[src/inc/flash_host_consts.vh]
`ifndef FLASH_HOST_CONSTS_VH
`define FLASH_HOST_CONSTS_VH

// Bus widths
`define ADDR_W 20
`define DATA_W 16

// Command addresses and codes
`define ADDR_UNLOCK1 20'h05555
`define ADDR_UNLOCK2 20'h02AAA
`define ADDR_QUERY_GEN 20'h00055
`define ADDR_MAKER 20'h00000
`define ADDR_PART 20'h00001
`define CODE_UNLOCK1 8'hAA
`define CODE_UNLOCK2 8'h55
`define CODE_PROGRAM 8'hA0
`define CODE_ERASE 8'h80
`define CODE_SECTOR 8'h30
`define CODE_BLOCK 8'h50
`define CODE_CHIP 8'h10
`define CODE_SEC_READ 8'h88
`define CODE_SEC_PROG 8'hA5
`define CODE_SEC_LOCK 8'h85
`define CODE_ID_ENTRY 8'h90
`define CODE_QUERY 8'h98
`define CODE_EXIT 8'hF0

// Erase target fields
`define SECTOR_LSB 11
`define BLOCK_LSB 15

// Host operation codes
`define OP_READ 4'h0
`define OP_PROGRAM 4'h1
`define OP_SECTOR_ERASE 4'h2
`define OP_BLOCK_ERASE 4'h3
`define OP_CHIP_ERASE 4'h4
`define OP_ID_ENTRY 4'h5
`define OP_QUERY_ENTRY 4'h6
`define OP_QUERY_GEN 4'h7
`define OP_EXIT 4'h8
`define OP_SEC_ENTRY 4'h9
`define OP_SEC_PROGRAM 4'hA
`define OP_SEC_LOCK 4'hB
`define OP_EXIT_SHORT 4'hC

// Bus timing in ns, cycles derived at 25 ns clock
`define CLK_NS 25
`define T_WP_NS 40
`define T_WP_CYC ((`T_WP_NS + `CLK_NS - 1) / `CLK_NS)
`define T_RC_NS 90
`define T_RC_CYC ((`T_RC_NS + `CLK_NS - 1) / `CLK_NS)
`define T_RP_NS 200
`define T_RP_CYC ((`T_RP_NS + `CLK_NS - 1) / `CLK_NS)

`endif

[src/hw/flash_cmd_host.v]
// How it works
// - Program preceded by three-write unlock load
// - Erase sent as complete six-write sequence
// - Upper data byte driven low during commands
// - Vendor query entry: three writes, 98H@5555H
// - Generic query entry: single 98H@55H write
// - Query mode held until host sends exit
// - Exit command returns device to read mode
// - Security program completion via toggle bit only
// - Lock-out blocks further user half programming
// - Security read entry: 88H@5555H, exit leaves
`timescale 1ns/100ps
`include "flash_host_consts.vh"

module flash_cmd_host (
  input wire clk, // 40 MHz clock
  input wire rst_n, // Async reset, active low
  input wire req_valid, // Operation request
  output wire req_ready, // Idle, request taken
  input wire [3:0] req_op, // Operation code
  input wire [`ADDR_W-1:0] req_addr, // Target address
  input wire [`DATA_W-1:0] req_data, // Program data
  input wire wp_low_req, // Request write-protect pin low
  output reg done, // One-cycle completion pulse
  output reg [`DATA_W-1:0] rd_data, // Read data
  output reg op_fail, // Program/erase timed out
  output reg [`ADDR_W-1:0] flash_addr, // Address pins
  output reg [`DATA_W-1:0] dq_out, // Data pins out
  output reg dq_oe_n, // Data output enable, low drives
  input wire [`DATA_W-1:0] dq_in, // Data pins in
  output reg ce_n, // Chip enable
  output reg oe_n, // Output enable
  output reg we_n, // Write enable
  output reg wp_n, // Write protect
  output reg rst_flash_n // Flash hardware reset
);

  parameter [23:0] POLL_LIMIT = 24'hFFFFFF; // Max toggle polls before giving up

  // ----------------------------------------
  // States
  // ----------------------------------------
  localparam [2:0] S_RESET = 3'd0;
  localparam [2:0] S_IDLE = 3'd1;
  localparam [2:0] S_WR = 3'd2;
  localparam [2:0] S_WR_GAP = 3'd3;
  localparam [2:0] S_RD = 3'd4;
  localparam [2:0] S_POLL = 3'd5;
  localparam [2:0] S_DONE = 3'd6;

  reg [2:0] state;
  reg [3:0] op;
  reg [`ADDR_W-1:0] addr;
  reg [`DATA_W-1:0] data;
  reg [2:0] step;
  reg [2:0] nwrites;
  reg [3:0] cnt;
  reg [23:0] polls;
  reg poll_prev;
  reg poll_first;
  reg [`DATA_W-1:0] dq_s1;
  reg [`DATA_W-1:0] dq_s2;

  // Cycle counts are small; only the low bits feed the 4-bit counter
  localparam [31:0] T_WP_FULL = `T_WP_CYC;
  localparam [31:0] T_RC_FULL = `T_RC_CYC;
  localparam [31:0] T_RP_FULL = `T_RP_CYC;

  wire [3:0] t_wp = T_WP_FULL[3:0];
  wire [3:0] t_rc = T_RC_FULL[3:0];
  wire [3:0] t_rp = T_RP_FULL[3:0];

  assign req_ready = (state == S_IDLE);

  // ----------------------------------------
  // Command sequence tables
  // ----------------------------------------
  function [2:0] seq_len;
    input [3:0] o;
    begin
      case (o)
        `OP_PROGRAM, `OP_SEC_PROGRAM, `OP_SEC_LOCK: seq_len = 3'd4;
        `OP_SECTOR_ERASE, `OP_BLOCK_ERASE, `OP_CHIP_ERASE: seq_len = 3'd6;
        `OP_QUERY_GEN, `OP_EXIT_SHORT: seq_len = 3'd1;
        `OP_READ: seq_len = 3'd0;
        default: seq_len = 3'd3;
      endcase
    end
  endfunction

  function [7:0] cmd_code;
    input [3:0] o;
    begin
      case (o)
        `OP_PROGRAM: cmd_code = `CODE_PROGRAM;
        `OP_SEC_PROGRAM: cmd_code = `CODE_SEC_PROG;
        `OP_SEC_LOCK: cmd_code = `CODE_SEC_LOCK;
        `OP_ID_ENTRY: cmd_code = `CODE_ID_ENTRY;
        `OP_QUERY_ENTRY: cmd_code = `CODE_QUERY;
        `OP_SEC_ENTRY: cmd_code = `CODE_SEC_READ;
        `OP_EXIT: cmd_code = `CODE_EXIT;
        default: cmd_code = `CODE_ERASE;
      endcase
    end
  endfunction

  reg [`ADDR_W-1:0] w_addr;
  reg [7:0] w_code;
  reg [`DATA_W-1:0] w_data;

  // Address and data of write number "step"
  always @* begin
    w_addr = `ADDR_UNLOCK1;
    w_code = `CODE_UNLOCK1;
    if (op == `OP_QUERY_GEN) begin
      w_addr = `ADDR_QUERY_GEN;
      w_code = `CODE_QUERY;
    end else if (op == `OP_EXIT_SHORT) begin
      w_code = `CODE_EXIT;
    end else if (step == 3'd1 || step == 3'd4) begin
      w_addr = `ADDR_UNLOCK2;
      w_code = `CODE_UNLOCK2;
    end else if (step == 3'd2) begin
      w_code = cmd_code(op);
    end else if (step == 3'd5) begin
      if (op == `OP_SECTOR_ERASE) begin
        w_addr = {addr[`ADDR_W-1:`SECTOR_LSB], {`SECTOR_LSB{1'b0}}};
        w_code = `CODE_SECTOR;
      end else if (op == `OP_BLOCK_ERASE) begin
        w_addr = {addr[`ADDR_W-1:`BLOCK_LSB], {`BLOCK_LSB{1'b0}}};
        w_code = `CODE_BLOCK;
      end else begin
        w_code = `CODE_CHIP;
      end
    end else if (step == 3'd3 && (op == `OP_PROGRAM || op == `OP_SEC_PROGRAM || op == `OP_SEC_LOCK)) begin
      w_addr = addr;
    end
    // Erase keeps its fourth write as the second unlock opener at the fixed address
    // Upper byte driven to a valid level, never floated
    w_data = {8'h00, w_code};
    if (step == 3'd3 && (op == `OP_PROGRAM || op == `OP_SEC_PROGRAM))
      w_data = data;
    else if (step == 3'd3 && op == `OP_SEC_LOCK)
      w_data = 16'h0000;
    else if (step == 3'd3)
      w_data = {8'h00, `CODE_UNLOCK1};
  end

  wire needs_poll = (op == `OP_PROGRAM) || (op == `OP_SEC_PROGRAM) || (op == `OP_SEC_LOCK) ||
                    (op == `OP_SECTOR_ERASE) || (op == `OP_BLOCK_ERASE) || (op == `OP_CHIP_ERASE);

  // ----------------------------------------
  // Data pin synchroniser
  // ----------------------------------------
  always @(posedge clk or negedge rst_n) begin
    if (!rst_n) begin
      dq_s1 <= 16'h0000;
      dq_s2 <= 16'h0000;
    end else begin
      dq_s1 <= dq_in;
      dq_s2 <= dq_s1;
    end
  end

  // ----------------------------------------
  // Sequencer
  // ----------------------------------------
  always @(posedge clk or negedge rst_n) begin
    if (!rst_n) begin
      state <= S_RESET;
      op <= 4'h0;
      addr <= 20'h00000;
      data <= 16'h0000;
      step <= 3'd0;
      nwrites <= 3'd0;
      cnt <= 4'h0;
      polls <= 24'h000000;
      poll_prev <= 1'b0;
      poll_first <= 1'b1;
      done <= 1'b0;
      rd_data <= 16'h0000;
      op_fail <= 1'b0;
      flash_addr <= 20'h00000;
      dq_out <= 16'h0000;
      dq_oe_n <= 1'b1;
      ce_n <= 1'b1;
      oe_n <= 1'b1;
      we_n <= 1'b1;
      wp_n <= 1'b1;
      rst_flash_n <= 1'b0;
    end else begin
      done <= 1'b0;
      wp_n <= ~wp_low_req;
      case (state)
        S_RESET: begin
          // Hold flash reset low long enough to abort anything running
          if (cnt >= t_rp) begin
            rst_flash_n <= 1'b1;
            cnt <= 4'h0;
            state <= S_IDLE;
          end else begin
            cnt <= cnt + 4'h1;
          end
        end
        S_IDLE: begin
          if (req_valid) begin
            op <= req_op;
            addr <= req_addr;
            data <= req_data;
            step <= 3'd0;
            nwrites <= seq_len(req_op);
            cnt <= 4'h0;
            op_fail <= 1'b0;
            state <= (req_op == `OP_READ) ? S_RD : S_WR;
          end
        end
        S_WR: begin
          // Host is the only driver while the flash output is off
          flash_addr <= w_addr;
          dq_out <= w_data;
          dq_oe_n <= 1'b0;
          ce_n <= 1'b0;
          oe_n <= 1'b1;
          we_n <= 1'b0;
          if (cnt >= t_wp) begin
            we_n <= 1'b1; // Device latches on rising edge
            cnt <= 4'h0;
            state <= S_WR_GAP;
          end else begin
            cnt <= cnt + 4'h1;
          end
        end
        S_WR_GAP: begin
          ce_n <= 1'b1;
          if (cnt >= t_wp) begin
            cnt <= 4'h0;
            dq_oe_n <= 1'b1;
            if (step + 3'd1 < nwrites) begin
              step <= step + 3'd1;
              state <= S_WR;
            end else if (needs_poll) begin
              poll_first <= 1'b1;
              polls <= 24'h000000;
              state <= S_POLL;
            end else begin
              state <= S_DONE;
            end
          end else begin
            cnt <= cnt + 4'h1;
          end
        end
        S_RD, S_POLL: begin
          // Reads through the pin path; in ID/query modes this returns table data
          if (state == S_RD)
            flash_addr <= addr;
          dq_oe_n <= 1'b1;
          ce_n <= 1'b0;
          oe_n <= 1'b0;
          we_n <= 1'b1;
          if (cnt >= t_rc + 4'd2) begin
            ce_n <= 1'b1;
            oe_n <= 1'b1;
            cnt <= 4'h0;
            if (state == S_RD) begin
              rd_data <= dq_s2;
              state <= S_DONE;
            end else begin
              // Toggle bit only, valid for every program and erase kind
              poll_first <= 1'b0;
              poll_prev <= dq_s2[6];
              polls <= polls + 24'h000001;
              if (!poll_first && poll_prev == dq_s2[6]) begin
                state <= S_DONE;
              end else if (polls >= POLL_LIMIT) begin
                op_fail <= 1'b1;
                state <= S_DONE;
              end
            end
          end else begin
            cnt <= cnt + 4'h1;
          end
        end
        S_DONE: begin
          ce_n <= 1'b1;
          oe_n <= 1'b1;
          done <= 1'b1;
          state <= S_IDLE;
        end
        default: state <= S_IDLE;
      endcase
    end
  end

endmodule // flash_cmd_host

[config.mk]
export PLATFORM = sky130hd
export DESIGN_NAME = flash_cmd_host
export DESIGN_NICKNAME = d
export VERILOG_FILES = /design/src/hw/flash_cmd_host.v
export VERILOG_INCLUDE_DIRS = /design/src /design/src/inc
export SDC_FILE = /design/constraint.sdc
export NUM_CORES = 1
export LEC_CHECK = 0
export BUFFER_PORTS_ARGS = -buffer_cell sky130_fd_sc_hd__clkbuf_2
export CELL_PAD_IN_SITES_DETAIL_PLACEMENT = 1
export CELL_PAD_IN_SITES_GLOBAL_PLACEMENT = 1
export CORE_MARGIN = 3
export CORE_UTILIZATION = 31
export CTS_BUF_LIST = sky130_fd_sc_hd__clkbuf_4 sky130_fd_sc_hd__clkbuf_8 sky130_fd_sc_hd__clkbuf_16
export DETAILED_ROUTE_END_ITERATION = 6
export GPL_TIMING_DRIVEN = 0
export PLACE_DENSITY_LB_ADDON = 0.1
export SKIP_CTS_REPAIR_TIMING = 1
export SLEW_MARGIN = 25
export SYNTH_ARGS = -nofsm -noshare
export SYNTH_HDL_FRONTEND = slang
export SYNTH_SLANG_ARGS = --single-unit
[constraint.sdc]
create_clock -name clk -period 7.4 [get_ports clk]
set_input_delay 0.37 -clock clk [delete_from_list [all_inputs] [get_ports clk]]
set_output_delay 0.37 -clock clk [all_outputs]
set_load 0.005 [all_outputs]
[Yosys cells after proc, flatten, opt, wreduce, memory -nomap -nowiden]
Memories as Yosys holds them, arrays and structs flattened. A register that Yosys moved wholly into a read port is not among the register bits.
Cells that the tools add are included.
Storage, ports and cells
  flip-flop bits (word level): 168
  memories: 1
  input bits: 60
  ROM bits: 48
  word-level logic and storage cells: 175
  output and inout port bits: 61
Memory list
  (no name shown): words 16, width 3, read ports 1, clocked after memory_dff 1, write ports 0, line flash_cmd_host.v:81  | case (o)
Cells by class
  bitwise gates (word level): 2
  $add $sub $neg: 3
  mux-type cells: 68
  reduce and logical (&&, ||, !) cells: 37
  magnitude comparators: 5
  equal/unequal tests: 37
Operators by type and width (count)
  20-bit two-way mux: 9
  24-bit two-way mux: 5
  8-bit two-way mux: 7
  7-bit one-hot mux with 7 select lines: 1
  24-bit one-hot mux with 2 select lines: 1
  20-bit one-hot mux with 2 select lines: 1
  3-bit two-way mux: 13
  24-bit by 1-bit adder with 24-bit output (second input constant): 1
  24-bit >= comparator (second input constant): 1
  2-bit inequality test (second input constant): 12
  4-bit equality test (second input constant): 5
  6-bit AND reduction: 3
  4-bit by 3-bit equality test with 1-bit output (second input constant): 4
  16-bit two-way mux: 1
  4-bit two-way mux: 4
  4-bit one-hot mux with 4 select lines: 1
  3-bit equality test (second input constant): 5
  3-bit one-hot mux with 5 select lines: 1
  1-bit two-way mux: 14
  7-bit two-way mux: 2
  3-bit by 2-bit equality test with 1-bit output (second input constant): 4
  2-bit AND reduction: 5
  2-bit nonzero test: 5
  4-bit by 2-bit equality test with 1-bit output (second input constant): 2
  25 further kinds: 45

[Logic depth before layout (Yosys ltp)]
  depth in word-level cells: 11
  mapped depth: 11
  gate-level depth less buffers: 9

[Worst setup path after synthesis]
No wires, ideal clock.
  path kind: register to register
  from: register step[0]
  to: register polls[21]
  required time: 7.313 ns
  path slack: 4.918 ns
  stages on the path, launching flop included: 12
  library setup time: 0.087 ns
  period minus slack after synthesis: 2.482 ns
  path buffers: 2
  arrival time: 2.395 ns
  path through: dfrtp_1 ha_1 ha_1 inv_1 ha_1 a21o_1 a31oi_1 nor3_1 o21ba_2 buf_2 buf_2 o211ai_1
Between the ends
  longest elaborated chain between the ends: 4
RTL lines
  from (decl): line flash_cmd_host.v:55  | reg [2:0] step;
  from (signal assigned): line flash_cmd_host.v:239  | step <= step + 3'd1;
  3-bit by 1-bit adder with 3-bit output: line flash_cmd_host.v:238  | if (step + 3'd1 < nwrites) begin
  3-bit < comparator: line flash_cmd_host.v:238
  2-bit inequality test (no line)
  6-bit AND reduction (no line)
  to (signal assigned): line flash_cmd_host.v:271  | polls <= polls + 24'h000001;
  to (decl): line flash_cmd_host.v:58  | reg [23:0] polls;
Every way passes these cells.
A chain may end at the register's enable or synchronous reset.

[Worst setup path in the final report]
  from: register step[0]
  to: register polls[15]
Same word-level chain as after synthesis.

==> flow_summary_export.csv <==
group,metric,value,unit
setup_path,crit_slowest_cell,"dfrtp_1",
timing,finalClockSkew,10.7,ps
grt,met1_usage,20.2,%
setup_path,r2r_slack,4430,ps
detailed_routing,num_vias,5845,
timing,maxSlewHeadroom,48.4,%
grt,grt-ovfl-total,0,
floorplanning,io_pins,121,
final_layout,nFillCells,2607,
setup_path,rr_startpoint,"step[0]$_DFFE_PN0P_",
grt,grt_util_met2,29.4,%
grt,grt_pass1_wl,34.3,mm
placement,port_buffers,120,
clocking,clk_pin_slew,80,ps
detailed_routing,antenna_left,0,
synthesis,ys.warnings.count,0,
timing,tightest_slew,768,ps
detailed_routing,initialDrtViolationCount,330,
timing,period_share,40.1,%
setup_path,worstPathArrival,3320,ps
timing,max_clock_freq,0.337,GHz
status,outcome,"completed",
setup_path,worstReg2RegEnd,"polls[15]$_DFFE_PN0P_",
clocking,cts_buffers,17,
clocking,cts_tree,"built",
setup_path,ff2ff_path_depth,11,
synthesis,synth_edf_count,0,
pwr,peakVddDrop,170,uV
run,maxCapViolations,0,
detailed_routing,dr.pass1.iters,6,
setup_path,path_class,"reg -> reg",
setup_path,crit_fanout,10,
grt,grt_pass1_vias,6273,
timing,period_minus_slack,2970,ps
setup_path,path_common_cell,"ha_1",
detailed_routing,viasPerCell,5.02,
synthesis,synth_cells,689,
placement,place_congestion,0.816,
final_layout,multi_input_area,3060,um2
floorplanning,die_width,162,um
setup_path,worst_ep_required_time,7750,ps
timing,drv_slew,0,
grt,grt_start_max_net_pins,89,
setup_path,cp-endpoint,"polls[15]$_DFFE_PN0P_",
synthesis,ys_types,65,
timing,finalHoldViolCount,0,
pwr,power,0.00353,W
floorplanning,dieHeight,162,um
final_layout,final_nets,903,
detailed_routing,routedWlPerCell,18.2,um
final_layout,num_antenna_cells,0,
setup_path,cpPeakStageDelay,450,ps
setup_path,crit_path_start_kind,"flip-flop",
pwr,power.leakage,4.31,nW
final_layout,drive_gt1_share,29.6,%
placement,hpwl,15.5,mm
detailed_routing,wl,21.2,mm
timing,tns,0,ps
synthesis,ys_ff_latch,171,
synthesis,seq_area_frac_synth,56.6,%
synthesis,syn_nets,759,
clocking,cts_root_buffer,"clkbuf_16",
final_layout,area_growth,22.4,%
setup_path,crit_chain,"ha_1 -> ha_1 -> inv_1 -> ha_1 -> a21o_1 -> a31oi_1 -> nor3_1 -> o21ba_2 -> buf_2 -> buf_2 -> a31oi_1",
timing,rsz0062_at_grt,"no",
pwr,powerDensity,381,nW/um2
setup_path,crit_path_start,"step[0]$_DFFE_PN0P_",
grt,antenna_found_initial,0,
clocking,clkSinkCount,171,
synthesis,synth_area,7580,um2
final_layout,seq_area,4290,um2
detailed_routing,drc_errors,0,
floorplanning,core-area,23800,um2
floorplanning,num_rows,56,
synthesis,synth-main-ff-cell,"dfrtp_1",
floorplanning,start_util,31.9,%
floorplanning,dieArea,26400,um2
clocking,clkLatencyLatePin,440,ps
clocking,clockBufferDepth,2,
setup_path,cp-end-kind,"flip-flop",
clocking,cts_max_level,4,
min_path,hp-class,"in -> reg",
synthesis,synth.avg_cell_area,11.0,um2
grt,top_usage_layer,"met2",
synthesis,async_reset_ff_share,100,%
grt,grt_usage,16.6,%
grt,gr-usage-met3,4.07,%
timing,setup_viol_count_final,0,
-- cells in the final DEF, fill, tap and decap left out, types with 7 or more instances in the layout --
cell type	instances
a21o_1	10
o21ai_0	30
ha_1	10
clkbuf_16	17
nand2b_1	9
nand3_1	27
clkbuf_2	120
nor2_1	46
and3_1	7
mux2_2	59
nor3_1	10
nand2_1	68
a21oi_1	47
nor2b_1	9
dfrtp_1	165
a31oi_1	19
clkbuf_1	20
buf_2	15
inv_1	19
and2_1	8
-- critical path: cells and delay by family (launching register included) --
kind	cells	cell delay [ps]
AOI/OAI and AO/OA	4	1020
buffers and inverters	3	450
and+or+nand+nor	1	150
adders and majority gates	3	810
DFF	1	450
-- how the worst min path moves through the flow --
stage / to / start / cells past startpoint / slack [ps]
2_1_floorplan: addr[0]$_DFFE_PN0P_ / rst_n / 0 / 70
3_3_place_gp: dq_s2[0]$_DFF_PN0_ / dq_s1[0]$_DFF_PN0_ / 0 / 330
3_5_place_dp: nwrites[0]$_DFFE_PN0P_ / rst_n / 1 / 190
4_1_cts: nwrites[0]$_DFFE_PN0P_ / rst_n / 1 / -280
5_1_grt: dq_s1[11]$_DFF_PN0_ / dq_in[11] / 1 / 0.1
6_report: dq_s1[11]$_DFF_PN0_ / dq_in[11] / 1 / 30
-- synth_stat cells (all sizes together) (4+ instances only) --
master / number / share of area, %
dfrtp: 165 / 54
nand2b: 9 / 0.74
nand2: 68 / 3.4
a31oi: 19 / 1.6
nor3: 11 / 0.79
o21a: 5 / 0.50
o31ai: 5 / 0.50
and3: 7 / 0.58
o221a: 4 / 0.59
o22ai: 5 / 0.41
nor4: 4 / 0.41
clkbuf: 21 / 1.1
nand3b: 4 / 0.40
inv: 19 / 0.94
or4: 4 / 0.45
buf: 18 / 1.1
nor2b: 9 / 0.74
o21ai: 31 / 2.1
nand3: 27 / 1.8
and2: 8 / 0.66
nor2: 46 / 2.3
a21oi: 47 / 3.1
mux2i: 5 / 0.66
a41oi: 6 / 0.69
a21o: 10 / 0.99
nand4: 6 / 0.50
ha: 10 / 1.7
dfstp: 6 / 2.1
mux2: 59 / 8.8
-- routing by layer --
layer | vias to the layer above | share of wire [%]
li1 | 2759 | -
met1 | 2982 | 43
met2 | 88 | 52
met3 | 16 | 3.6
met4 | 0 | 1.2
met5 | - | 0
-- area by class of cell --
type / count / area share [%]
Sequential cell: 171 / 46.2
Inverter: 19 / 0.769
Timing Repair Buffer: 125 / 7.49
Clock buffer: 17 / 4.59
Multi-Input combinational cell: 460 / 33.0
Tap cell: 319 / 4.30
Buffer: 39 / 1.79
Clock inverter: 15 / 1.89
-- stage by stage --
step	cells	worst slack, ps	instance area (um2)	utilization, %	hold WS [ps]
global placement	1128	2850	8580	36.1	333
floorplan	689	4920	7580	-	74.4
global route	1165	4240	9280	39.1	0.135
CTS	1162	4400	9240	38.9	-281
finish	1165	4430	9280	39.1	31.1
detailed placement	1130	4420	8640	36.4	191
-- cell families after synthesis --
| family | after synthesis | synth area share, % |
|---|---|---|
| AND/OR/NAND/NOR | 212 | 13.8 |
| flip-flops | 171 | 56.6 |
| AO/OA/AOI/OAI | 169 | 14.8 |
| multiplexers | 64 | 9.43 |
| buffers and inverters | 58 | 3.14 |
| adder cells (fa/ha/maj) | 12 | 1.92 |
| XOR/XNOR | 3 | 0.347 |
-- power breakdown --
group / internal, W / leakage [nW] / total, W / switching (W)
logic: 0.000532 / 1.89 / 0.00126 / 0.000729
registers: 0.00120 / 2.12 / 0.00137 / 0.000171
clock network: 0.000456 / 0.293 / 0.000902 / 0.000446
total: 0.00219 / 4.31 / 0.00353 / 0.00135
-- state kept, by name (all words and copies together), names as in the netlist, 16 cells and up --
name,flops
polls,24
dq_s1,16
dq_s2,16
data,16
flash_addr,20
dq_out,16
rd_data,16
addr,20
Power figures use the tool's default switching activity.
